$ cat config.mk
export PLATFORM = sky130hd
export DESIGN_NAME = fspg_guard
export DESIGN_NICKNAME = d
export VERILOG_FILES = /design/src/rtl/fspg_pkg.sv /design/src/rtl/fspg_lock_store.sv /design/src/rtl/fspg_guard.sv
export VERILOG_INCLUDE_DIRS = /design/src /design/src/rtl
export SDC_FILE = /design/constraint.sdc
export NUM_CORES = 1
export LEC_CHECK = 0
export BUFFER_PORTS_ARGS = -buffer_cell sky130_fd_sc_hd__buf_2
export CORE_UTILIZATION = 45
export CTS_CLUSTER_SIZE = 30
export DETAILED_ROUTE_END_ITERATION = 10
export GPL_TIMING_DRIVEN = 1
export PLACE_DENSITY = 0.78
export SETUP_SLACK_MARGIN = 0.2
export SLEW_MARGIN = 0
export SYNTH_ARGS = -nofsm -noshare
export SYNTH_HDL_FRONTEND = slang
export SYNTH_HIERARCHICAL = 1
export SYNTH_SLANG_ARGS = --single-unit
export TNS_END_PERCENT = 5
$ cat constraint.sdc
create_clock -name clk_sys -period 2.55 [get_ports clk_sys]
set_clock_uncertainty 0.2 [all_clocks]
set_input_delay 0 -clock clk_sys [delete_from_list [all_inputs] [get_ports clk_sys]]
set_output_delay 0 -clock clk_sys [all_outputs]
set_load 0.005 [all_outputs]
$ cat src/rtl/fspg_consts.svh
// Purpose: offsets, bit positions, reset values and counts of the flash self-program guard
// Assumes: byte-wide register port, word addresses of 16 bits
// Notes:   definitions only
`ifndef FSPG_CONSTS_SVH
`define FSPG_CONSTS_SVH

`define FSPG_CTRL_OFS     8'h00
`define FSPG_LOCK_OFS     8'h04
`define FSPG_STAT_OFS     8'h08

`define FSPG_CTRL_EN      0
`define FSPG_CTRL_ERASE   1
`define FSPG_CTRL_WRITE   2
`define FSPG_CTRL_LOCKSET 3
`define FSPG_CTRL_READEN  4
`define FSPG_CTRL_BUSY    6

`define FSPG_STAT_ACTIVE  0
`define FSPG_STAT_REFUSED 1
`define FSPG_STAT_HALT    2

`define FSPG_LOCK_RESET   4'hf
`define FSPG_ARM_CYCLES   3'h4

`endif

$ cat src/rtl/fspg_pkg.sv
// Purpose: types shared by the flash self-program guard files
// Assumes: 16-bit word address and data on the store path
// Notes:   constants live in fspg_consts.svh
package fspg_pkg;

  typedef enum logic [1:0] {
    FSPG_IDLE,
    FSPG_ARMED,
    FSPG_OP
  } fspg_state_type;

  typedef enum logic [2:0] {
    FSPG_CMD_NONE,
    FSPG_CMD_BUFLOAD,
    FSPG_CMD_ERASE,
    FSPG_CMD_WRITE,
    FSPG_CMD_LOCKSET,
    FSPG_CMD_READEN
  } fspg_cmd_type;

  typedef struct packed {
    logic [15:0] addr;
    logic [15:0] data;
  } fspg_store_type;

  // [1] is the high bit of each field, [0] the low bit
  typedef struct packed {
    logic [1:0] boot;
    logic [1:0] app;
  } fspg_lock_type;

endpackage : fspg_pkg

$ cat src/rtl/fspg_lock_store.sv
// Purpose: holds the application and boot lock fields
// Assumes: a programmed bit is 0, an unprogrammed bit is 1
// Notes:   programming only clears bits; only full erase sets them back
`timescale 1ns/1ps
`include "fspg_consts.svh"
module fspg_lock_store #(
  parameter int unsigned LOCK_W = 4
) (
  input  wire logic                  clk_sys,
  input  wire logic                  rst,
  input  wire logic                  progEn,
  input  wire fspg_pkg::fspg_lock_type progData,
  input  wire logic                  eraseAll,
  output fspg_pkg::fspg_lock_type      lockQ
);

  generate
    if (LOCK_W != $bits(fspg_pkg::fspg_lock_type)) begin : g_bad_width
      $error("fspg_lock_store: LOCK_W must match the lock field layout");
    end
  endgenerate

  localparam logic [LOCK_W-1:0] LOCK_RST = LOCK_W'(`FSPG_LOCK_RESET);

  logic [LOCK_W-1:0] lockBits;

  // reset stands for a fresh part; a real array keeps its bits over reset
  genvar i;
  generate
    for (i = 0; i < LOCK_W; i++) begin : g_bit
      always_ff @(posedge clk_sys) begin
        if (rst) begin
          lockBits[i] <= LOCK_RST[i];
        end else if (eraseAll) begin
          lockBits[i] <= 1'b1;
        end else if (progEn && !progData[i]) begin
          lockBits[i] <= 1'b0;
        end
      end
    end
  endgenerate

  assign lockQ = fspg_pkg::fspg_lock_type'(lockBits);

endmodule : fspg_lock_store

$ cat src/rtl/fspg_guard.sv
// Purpose: section and lock guard for flash self-programming by the cpu
// Assumes: cpu strobes synchronous to clk_sys; flash array reports completion
// Notes:   load data come from a combinational array read in the request cycle
`timescale 1ns/1ps
`include "fspg_consts.svh"
//
// Contract
// - flash split into fixed rww and halting regions
// - classify by target page, not fetch region
// - rww target keeps cpu running
// - halting target stalls cpu, nothing readable
// - rww region unreadable during programming
// - busy flag reads one while rww blocked
// - rww stays blocked until software clears flag
// - boot section lies wholly in halting region
// - two independent lock fields, application and boot
// - locks only cleared by full chip erase
// - general write lock ignores store ops (no general lock here; execGo never consults one)
// - general read/write lock ignores load/store (no general lock here; loadDeny has no such term)
// - application lock modes gate stores and loads
// - boot lock modes gate stores and loads
// - app locks 3/4 mask irqs in app
// - boot locks 3/4 mask irqs in boot
// - store ops from application section ignored
// - busy clears on read enable or buffer load
module fspg_guard #(
  parameter int unsigned RWW_LIMIT  = 16'h0c00,
  parameter int unsigned BOOT_START = 16'h0f00
) (
  input  wire logic                   clk_sys,
  input  wire logic                   rst,
  input  wire logic [7:0]             regAddr,
  input  wire logic [7:0]             regWrData,
  input  wire logic                   regWr,
  input  wire logic                   regRd,
  output logic [7:0]                  regRdData,
  input  wire logic                   storeReq,
  input  wire fspg_pkg::fspg_store_type storeOp,
  input  wire logic                   fetchFromBoot,
  input  wire logic                   vectorsInBoot,
  input  wire logic                   loadReq,
  input  wire logic [15:0]            loadAddr,
  input  wire logic [15:0]            flashRdData,
  input  wire logic                   flashDone,
  input  wire logic                   extLockWr,
  input  wire fspg_pkg::fspg_lock_type  extLockData,
  input  wire logic                   chipErase,
  output logic                        cpuHalt,
  output logic                        rwwBlocked,
  output logic                        flashCmdValid,
  output fspg_pkg::fspg_cmd_type        flashCmd,
  output fspg_pkg::fspg_store_type      flashOp,
  output logic                        loadValid,
  output logic                        loadDenied,
  output logic [15:0]                 loadData,
  output logic                        irqSuppress,
  output logic                        storeRefused
);

  localparam logic [15:0] RWW_LIM_W  = 16'(RWW_LIMIT);
  localparam logic [15:0] BOOT_STA_W = 16'(BOOT_START);

  // the boot section must never reach into the rww region
  generate
    if (BOOT_START < RWW_LIMIT || BOOT_START > 16'hffff || RWW_LIMIT == 0) begin : g_bad_bounds
      $error("fspg_guard: boot start must lie in the halting region");
    end
  endgenerate

  fspg_pkg::fspg_state_type state;
  fspg_pkg::fspg_cmd_type   cmd;
  fspg_pkg::fspg_lock_type  lockQ;
  fspg_pkg::fspg_cmd_type   newCmd;
  fspg_pkg::fspg_lock_type  lockPgmData;
  logic [2:0]               armCnt;
  logic                     refusedSticky;
  logic                     ctrlWr;
  logic                     statWr;
  logic                     execGo;
  logic                     isProg;
  logic                     progRefused;
  logic                     progStart;
  logic                     lockPgm;
  logic                     loadDeny;

  // fixed split, independent of where the boot section starts
  function automatic logic inHalting(input logic [15:0] a);
    return a >= RWW_LIM_W;
  endfunction : inHalting

  function automatic logic inBoot(input logic [15:0] a);
    return a >= BOOT_STA_W;
  endfunction : inBoot

  // low bit programmed blocks stores into the section it guards
  function automatic logic storeLocked(input fspg_pkg::fspg_lock_type l,
                                       input logic [15:0] a);
    return inBoot(a) ? !l.boot[0] : !l.app[0];
  endfunction : storeLocked

  // high bit programmed blocks loads that cross from the other section
  function automatic logic loadLocked(input fspg_pkg::fspg_lock_type l,
                                      input logic [15:0] a,
                                      input logic fromBoot);
    return inBoot(a) ? (!fromBoot && !l.boot[1]) : (fromBoot && !l.app[1]);
  endfunction : loadLocked

  function automatic fspg_pkg::fspg_cmd_type decodeCmd(input logic [4:0] b);
    fspg_pkg::fspg_cmd_type c;
    c = fspg_pkg::FSPG_CMD_NONE;
    unique case (b)
      5'h01:   c = fspg_pkg::FSPG_CMD_BUFLOAD;
      5'h03:   c = fspg_pkg::FSPG_CMD_ERASE;
      5'h05:   c = fspg_pkg::FSPG_CMD_WRITE;
      5'h09:   c = fspg_pkg::FSPG_CMD_LOCKSET;
      5'h11:   c = fspg_pkg::FSPG_CMD_READEN;
      default: c = fspg_pkg::FSPG_CMD_NONE;
    endcase
    return c;
  endfunction : decodeCmd

  function automatic logic [4:0] cmdBits(input fspg_pkg::fspg_cmd_type c);
    logic [4:0] b;
    b = 5'h00;
    unique case (c)
      fspg_pkg::FSPG_CMD_NONE:    b = 5'h00;
      fspg_pkg::FSPG_CMD_BUFLOAD: b = 5'h01;
      fspg_pkg::FSPG_CMD_ERASE:   b = 5'h03;
      fspg_pkg::FSPG_CMD_WRITE:   b = 5'h05;
      fspg_pkg::FSPG_CMD_LOCKSET: b = 5'h09;
      fspg_pkg::FSPG_CMD_READEN:  b = 5'h11;
      default:                    b = 5'h00;
    endcase
    return b;
  endfunction : cmdBits

  always_comb begin
    ctrlWr      = regWr && (regAddr == `FSPG_CTRL_OFS);
    statWr      = regWr && (regAddr == `FSPG_STAT_OFS);
    newCmd      = decodeCmd(regWrData[4:0]);
    // only boot code may start anything; the general memory lock is not consulted
    execGo      = (state == fspg_pkg::FSPG_ARMED) && storeReq && fetchFromBoot;
    isProg      = (cmd == fspg_pkg::FSPG_CMD_ERASE) || (cmd == fspg_pkg::FSPG_CMD_WRITE);
    progRefused = execGo && isProg && storeLocked(lockQ, storeOp.addr);
    progStart   = execGo && isProg && !progRefused;
    lockPgm     = extLockWr || (execGo && cmd == fspg_pkg::FSPG_CMD_LOCKSET);
    lockPgmData = extLockWr ? extLockData : fspg_pkg::fspg_lock_type'(storeOp.data[3:0]);
    // general read/write lock is likewise not a term here
    loadDeny    = cpuHalt
                  || (rwwBlocked && !inHalting(loadAddr))
                  || loadLocked(lockQ, loadAddr, fetchFromBoot);
  end

  fspg_lock_store #(
    .LOCK_W (4)
  ) u_locks (
    .clk_sys  (clk_sys),
    .rst      (rst),
    .progEn   (lockPgm),
    .progData (lockPgmData),
    .eraseAll (chipErase),
    .lockQ    (lockQ)
  );

  // command sequencer: armed window, then one store op or timeout
  always_ff @(posedge clk_sys) begin : seq
    if (rst) begin
      state  <= fspg_pkg::FSPG_IDLE;
      cmd    <= fspg_pkg::FSPG_CMD_NONE;
      armCnt <= 3'h0;
    end else begin
      unique case (state)
        fspg_pkg::FSPG_IDLE: begin
          if (ctrlWr && newCmd != fspg_pkg::FSPG_CMD_NONE) begin
            state  <= fspg_pkg::FSPG_ARMED;
            cmd    <= newCmd;
            armCnt <= `FSPG_ARM_CYCLES - 3'h1;
          end
        end
        fspg_pkg::FSPG_ARMED: begin
          if (progStart) begin
            state <= fspg_pkg::FSPG_OP;
          end else if (execGo || armCnt == 3'h0) begin
            state <= fspg_pkg::FSPG_IDLE;
            cmd   <= fspg_pkg::FSPG_CMD_NONE;
          end else begin
            armCnt <= armCnt - 3'h1;
          end
        end
        fspg_pkg::FSPG_OP: begin
          if (flashDone) begin
            state <= fspg_pkg::FSPG_IDLE;
            cmd   <= fspg_pkg::FSPG_CMD_NONE;
          end
        end
      endcase
    end
  end

  // busy flag: set by an rww-targeted op, cleared only by software action
  always_ff @(posedge clk_sys) begin : busy
    if (rst) begin
      rwwBlocked <= 1'b0;
    end else if (progStart && !inHalting(storeOp.addr)) begin
      rwwBlocked <= 1'b1;
    end else if (execGo && (cmd == fspg_pkg::FSPG_CMD_READEN ||
                            cmd == fspg_pkg::FSPG_CMD_BUFLOAD)) begin
      rwwBlocked <= 1'b0;
    end
  end

  // halt only for halting-region targets, and for the whole op
  always_ff @(posedge clk_sys) begin : halt
    if (rst) begin
      cpuHalt <= 1'b0;
    end else if (progStart && inHalting(storeOp.addr)) begin
      cpuHalt <= 1'b1;
    end else if (state == fspg_pkg::FSPG_OP && flashDone) begin
      cpuHalt <= 1'b0;
    end
  end

  // refused ops never reach the array
  always_ff @(posedge clk_sys) begin : flash_cmd
    if (rst) begin
      flashCmdValid <= 1'b0;
      flashCmd      <= fspg_pkg::FSPG_CMD_NONE;
      flashOp       <= '0;
    end else begin
      flashCmdValid <= progStart || (execGo && cmd == fspg_pkg::FSPG_CMD_BUFLOAD);
      if (execGo) begin
        flashCmd <= cmd;
        flashOp  <= storeOp;
      end
    end
  end

  always_ff @(posedge clk_sys) begin : refuse
    if (rst) begin
      storeRefused  <= 1'b0;
      refusedSticky <= 1'b0;
    end else begin
      storeRefused <= progRefused || (storeReq && !fetchFromBoot);
      // a new refusal wins over a clear in the same cycle
      if (progRefused || (storeReq && !fetchFromBoot)) begin
        refusedSticky <= 1'b1;
      end else if (statWr && regWrData[`FSPG_STAT_REFUSED]) begin
        refusedSticky <= 1'b0;
      end
    end
  end

  // protected words are replaced by zero, never passed through
  always_ff @(posedge clk_sys) begin : load_path
    if (rst) begin
      loadValid  <= 1'b0;
      loadDenied <= 1'b0;
      loadData   <= 16'h0000;
    end else begin
      loadValid  <= loadReq;
      loadDenied <= loadReq && loadDeny;
      loadData   <= (loadReq && !loadDeny) ? flashRdData : 16'h0000;
    end
  end

  always_ff @(posedge clk_sys) begin : irq_gate
    if (rst) begin
      irqSuppress <= 1'b0;
    end else begin
      irqSuppress <= (vectorsInBoot && !fetchFromBoot && !lockQ.app[1])
                     || (!vectorsInBoot && fetchFromBoot && !lockQ.boot[1]);
    end
  end

  always_ff @(posedge clk_sys) begin : reg_read
    if (rst) begin
      regRdData <= 8'h00;
    end else begin
      regRdData <= 8'h00;
      if (regRd) begin
        unique case (regAddr)
          `FSPG_CTRL_OFS: begin
            regRdData <= {1'b0, rwwBlocked, 1'b0, cmdBits(cmd)};
          end
          `FSPG_LOCK_OFS: begin
            regRdData <= {4'h0, lockQ};
          end
          `FSPG_STAT_OFS: begin
            regRdData <= {5'h00, cpuHalt, refusedSticky, state == fspg_pkg::FSPG_OP};
          end
          default: begin
            regRdData <= 8'h00;
          end
        endcase
      end
    end
  end

  halt_on_halting_region_a: assert property (@(posedge clk_sys) disable iff (rst)
    progStart && inHalting(storeOp.addr) |=> cpuHalt && flashCmdValid && $stable(rwwBlocked))
    else $error("halting-region op did not halt the cpu");

  rww_runs_a: assert property (@(posedge clk_sys) disable iff (rst)
    progStart && !inHalting(storeOp.addr) |=> !cpuHalt && rwwBlocked)
    else $error("rww op halted the cpu or did not block the region");

  halt_holds_a: assert property (@(posedge clk_sys) disable iff (rst)
    cpuHalt && !flashDone |=> cpuHalt)
    else $error("cpu released before the op finished");

  busy_clear_a: assert property (@(posedge clk_sys) disable iff (rst)
    $fell(rwwBlocked) |-> $past(execGo) && ($past(cmd) == fspg_pkg::FSPG_CMD_READEN ||
                                            $past(cmd) == fspg_pkg::FSPG_CMD_BUFLOAD))
    else $error("busy flag cleared without software action");

  app_store_ignored_a: assert property (@(posedge clk_sys) disable iff (rst)
    storeReq && !fetchFromBoot |=> storeRefused && !flashCmdValid)
    else $error("store from application section was acted on");

  store_lock_a: assert property (@(posedge clk_sys) disable iff (rst)
    execGo && isProg && storeLocked(lockQ, storeOp.addr) |=> !flashCmdValid ##1 !cpuHalt)
    else $error("locked section was programmed");

  rww_load_deny_a: assert property (@(posedge clk_sys) disable iff (rst)
    loadReq && rwwBlocked && !inHalting(loadAddr) |=> loadDenied && loadData == 16'h0000)
    else $error("rww data delivered while blocked");

  irq_mask_a: assert property (@(posedge clk_sys) disable iff (rst)
    vectorsInBoot && !fetchFromBoot && !lockQ.app[1] |=> irqSuppress)
    else $error("interrupt not suppressed under application lock");

  irq_boot_a: assert property (@(posedge clk_sys) disable iff (rst)
    !vectorsInBoot && fetchFromBoot && !lockQ.boot[1] |=> irqSuppress)
    else $error("interrupt not suppressed under boot lock");

  lock_erase_only_a: assert property (@(posedge clk_sys) disable iff (rst)
    (|(lockQ & ~$past(lockQ))) |-> $past(chipErase))
    else $error("lock bit returned to unprogrammed without erase");

endmodule : fspg_guard

Word-level counts from Yosys, hierarchy flattened:

Index checks and enable logic that the tools add are counted.

* register bits: 79
* bits in latches: 0
* RAM bits: 0
* ROM bits: 0
* output and inout port bits: 66
* logic and storage cells: 139
* memories: 0

* add/sub/neg operators: 1
* multipliers: 0
* div/mod/pow operators: 0
* order comparisons: 4
* equal/unequal tests: 20
* shift operators: 0
* muxes and demuxes: 26
* bitwise operators: 2
* reduce and logical (&&, ||, !) cells: 66

Operators with widths (number)
* 16-bit by 12-bit >= comparator with 1-bit output (second input constant): 4
* 1-bit logical AND: 29
* 5-bit one-hot mux with 5 select lines: 1
* 3-bit two-way mux: 7
* 7-bit one-hot mux with 3 select lines: 1
* 3-bit one-hot mux with 5 select lines: 1
* 1-bit zero test: 14
* 1-bit logical OR: 9
* 3-bit one-hot mux with 3 select lines: 1
* 8-bit by 3-bit == test with 1-bit output (second input constant): 1
* 8-bit by 4-bit == test with 1-bit output (second input constant): 1
* 8-bit zero test: 1
* 1-bit two-way mux: 8
* 2-bit two-way mux: 4
* 2-bit inequality test (second input constant): 4
* 4-bit AND reduction: 2
* 2-bit nonzero test: 4
* 3-bit by 2-bit == test with 1-bit output (second input constant): 2
* 3-bit == test (second input constant): 2
* 2-bit one-hot mux with 3 select lines: 1
* 3-bit one-hot mux with 2 select lines: 1
* 2-bit OR reduction: 3
* 5-bit by 1-bit == test with 1-bit output (second input constant): 1
* 5-bit by 2-bit == test with 1-bit output (second input constant): 1
* other kinds (15): 16

Logic depth before layout (Yosys ltp):

* word-level depth: 9
* mapped depth: 9

Modules after synthesis:

The synthesis kept the hierarchy.

By module, submodules not included
* fspg_guard: times used 1, cells an instance 339, area an instance 2920.3 µm², sequential area each 1461.4 µm²
* fspg_lock_store: times used 1, cells an instance 17, area an instance 151.4 µm², sequential area each 80.1 µm²

Worst setup path before layout:

OpenSTA, ideal clock, no wires.

* path type: register -> register
* start point: reg state[1]
* end point: reg cmd[0]
* setup time: 0.123 ns
* data arrival time: 1.847 ns
* data required time: 2.227 ns
* path slack: 0.380 ns
* stages on the path, launching flop included: 8
* buffers on the path: 1
* period minus slack after synthesis: 2.170 ns
* cell sequence: dfxtp_1 > inv_1 > ha_1 > clkbuf_1 > and3_1 > a2111oi_4 > nor2b_4 > mux2_1

* word-level cells in the longest chain between the ends: 9

RTL lines
* from (decl): line fspg_guard.sv:70 `fspg_pkg::fspg_state_type state;`
* from (signal assigned): line fspg_guard.sv:168 `state <= fspg_pkg::FSPG_IDLE;`
* from (signal assigned): line fspg_guard.sv:175 `state <= fspg_pkg::FSPG_ARMED;`
* from (signal assigned): line fspg_guard.sv:182 `state <= fspg_pkg::FSPG_OP;`
* 2-bit by 1-bit == test with 1-bit output: line fspg_guard.sv:142, fspg_guard.sv:172
* 1-bit logical AND (2 in a row): line fspg_guard.sv:142 `execGo = (state == fspg_pkg::FSPG_ARMED) && storeReq && fetchFromBoot;`
* 1-bit logical AND: line fspg_guard.sv:144, fspg_guard.sv:145
* 1-bit logical AND: line fspg_guard.sv:144 `progRefused = execGo && isProg && storeLocked(lockQ, storeOp.addr);`
* 1-bit zero test: line fspg_guard.sv:145 `progStart = execGo && isProg && !progRefused;`
* 1-bit logical AND: line fspg_guard.sv:145
* 2-bit inequality test (no source line)
* 4-bit AND reduction (no source line)
* to (signal assigned): line fspg_guard.sv:169 `cmd <= fspg_pkg::FSPG_CMD_NONE;`
* to (signal assigned): line fspg_guard.sv:176 `cmd <= newCmd;`
* to (signal assigned): line fspg_guard.sv:185 `cmd <= fspg_pkg::FSPG_CMD_NONE;`
* to (decl): line fspg_guard.sv:71 `fspg_pkg::fspg_cmd_type cmd;`

Parallel ways exist; a longest one is shown, timed or not.
A chain may end at the register's enable or synchronous reset.

Worst setup path after layout:

* start point: reg state[0]
* end point: reg cmd[2]

Same word-level chain as after synthesis.

==> metrics <==
status=finished, violations left; failing checks=design-rule violations; flip-flop and latch count after synthesis=77; ANT nets after route=0; minimum hold slack=between 60 and 70 ps; Power Dens Cells=between 400 and 500 nW/um2; share of the synthesized area in the top cell type=50.2%; Synth async-reset ratio=0%; clock sink total=77; setup bufs post-CTS=0; worst min path class=in -> reg; CP top delay family=buffers and inverters; XOR/XNOR share of the synthesized area=less than 1%; layout cells sized above 1=a little under a third; met2 Use GR=49.4%; top cells by count, synth=nand2_1, dfxtp_1, a21oi_1, nor2_1, clkbuf_1; Largest stage delay, worst path=a little under 600 ps; Hold Violations, Final=0; Simple-Gate Fraction of Synth Area=around a quarter; Min-Delay Endpoint=state[1]$_SDFFE_PP0P_; worst reg2reg startpoint=state[0]$_SDFFE_PP0P_; fraction of the mapped netlist area in adder cells=approximately 2.0%; dominant synthesized flop cell=dfxtp_1; RSZ-0062 raised after global routing=false; CORE AREA=between 6000 and 7000 um2; Core Util, Final=about three quarters; max-slew violations=0; largest family of logic cells by synthesized area=simple AND/OR/NAND/NOR gates; FMAX=roughly 0.45 GHz; worst reg2reg path endpoint=cmd[2]$_SDFFE_PP0P_; startpoint type of the worst setup path=flop; final instance area=between 4000 and 5000 um2; r2r setup slk=320 ps; crit-path cells=inv_1 -> ha_1 -> nand3b_1 -> nor4_2 -> dlygate4sd3_1 -> a21o_1; Buf+Inv Stages, Crit Path=2; Detailed Route WL=about 9600 um; GR peak layer=met2; gr ovfl total=0; min Tclk post-route=approximately 2200 ps; Crit Path Class=reg -> reg; met1 usage=a little under a third; clock transition at the registers of the reported paths=about 80 ps; CTS tree=done; EDFF count, synth=0; Skew-Pair Late Insertion Delay=330 ps; sequential share of the synthesized area=between 50% and 60%; initial drt markers=between 200 and 250; slack of the critical path=approximately 320 ps; DR vias=~3400; Die H=84.6 um; Crit Path Max Fanout=3; initial antenna violation count=0; post-synthesis average cell area=approximately 8.6 um2; worst r2r path cells=6; routability cong.=about 0.80; Routed WL per cell=approximately 15 um; met3 GRT Util=roughly 6.0%; cts bufs inserted=9; CTS HTree Levels=3; placed cell areas=between 3000 and 4000 um2; Starting Density=47.6%; drt via density=5.08; first-pass GRT wire length=between 15000 and 20000 um; Worst Tran Pin Value=1230 ps; die area=7160 um2; worst slack at placement=417 ps; top-count cell post-synth=nand2_1; mux contribution to synthesized area=under 10%; beginning of the worst hold path=fetchFromBoot; Critical Path RT=roughly 2600 ps; ANT cells=0; Peak VDD IR=between 0.0003 and 0.0004 V; CP Capture Type=flop; die width=84.6 um; Synth area leaders=dfxtp_1, nand2_1, a21oi_1; CTS Root Cell=clkbuf_8; final setup vio count=0; nets=just under 700; Syn Inst Count=between 300 and 400; Port Buffer Count=~150; slew margin rel.=~17%; Row Count=29; I/O pins=161; CP max-delay cell=dlygate4sd3_1; Max Cap Violations=0; Hold Path Depth=5; Layout area overhead=58.3%; DR pass1 iterations=7; Tot GR Track Use=~27%; warnings from Yosys=6; vias in the first global route=~3400; period utilization=~88%; Compound-Gate Fraction of Synth Area=between 10% and 20%; static leakage=between 2 and 2.5 nW; Setup TNS=0 ps; DRC=15; area leader, netlist=dfxtp_1; Post-Syn Area=between 3000 and 4000 um2; Max clock buf depth=2; Synth cell types=between 50 and 60; largest net degree at the start of global routing=48; Crit path arrival time=roughly 2300 ps; post-DP HPWL=5500 um
==> where the power goes <==
part	internal, mW	switching (mW)
Combinational	0.161	0.106
Clock	0.481	0.440
Sequential	1.22	0.00704
==> layer usage <==
metal  part of all wire [%]  wire, um
met5                      0         0
met4                    1.9       185
met3                    8.1       780
met2                     49      4730
met1                     41      3900
==> worst max-delay path by stage <==
stage                                      end  slack (ps)                     startpoint  cells after the start
floorplan                  cmd[0]$_SDFFE_PP0P_         380          state[1]$_SDFFE_PP0P_                      7
global placement        loadData[0]$_SDFF_PP0_         460                   loadAddr[14]                      5
detailed placement  refusedSticky$_SDFFE_PP0P_         420          state[1]$_SDFFE_PP0P_                      8
CTS                        cmd[2]$_SDFFE_PP0P_         360          state[0]$_SDFFE_PP0P_                      6
global route           loadData[15]$_SDFF_PP0_         200  u_locks/lockQ[1]$_SDFFE_PP1P_                      5
finish                     cmd[2]$_SDFFE_PP0P_         320          state[0]$_SDFFE_PP0P_                      6
==> cells in the final DEF, fill, tap and decap left out, drive strengths merged, types with 3 or more instances in the layout <==
master / netlist / layout
buf: 3 / 151
dlygate4sd3: 0 / 80
nand2: 79 / 79
dfxtp: 77 / 77
a21oi: 42 / 42
nor2: 22 / 22
and2: 16 / 16
inv: 13 / 13
clkbuf: 17 / 11
nor2b: 8 / 8
nor3: 7 / 7
nand4: 6 / 6
nor4: 6 / 6
ha: 5 / 5
mux2: 5 / 5
o21ai: 5 / 5
nand2b: 4 / 4
a31oi: 4 / 4
nand3: 3 / 3
and3: 3 / 3
a211oi: 3 / 3
a2111oi: 3 / 3
clkinv: 0 / 3
==> sequential cells by signal, indices dropped and copies added (netlist names), 2 cells and up <==
name and cells:
state 2, cmd 3, flashCmd 3, u_locks/lockQ 4
regRdData 6, armCnt 3, flashOp 32, loadData 16
==> cells by family (layout without fill, tap and decap cells) <==
kind of cell / Yosys count / count (layout)
muxes: 6 / 6
AOI/OAI and AO/OA: 71 / 71
and+or+nand+nor: 161 / 161
buffers and inverters: 33 / 260
other: 1 / 2
xor gates and xnor gates: 2 / 2
DFF: 77 / 77
adders and majority gates: 5 / 5
==> tightest hold or removal path: stages <==
cell	delay, ps
buf_2	150
nand3_1	150
a211oi_2	90
nand4_1	100
o31ai_1	60
==> layout make-up <==
class                      instances  area [um2]
clock buffer                      11         141
clock inverter                     5        60.1
fill                             447        1600
inverter                          13        48.8
multi-input combinational        247        1410
sequential                        77        1540
tap                               77        96.3
timing repair buffer             231        1570
==> metrics by stage <==
stage	cells	total power [mW]
after detailed placement	565	1.42
after CTS	661	2.42
final	661	2.41
after global routing	661	2.50
after floorplan	357	1.32
after global placement	565	1.41
==> repair_timing <==
action,4_1_cts,5_1_grt
endpoints found under the setup margin,0,1
endpoints found under the hold margin,69,0
hold buffers,80,0
resized for setup,0,1
Power figures use the tool's default switching activity.
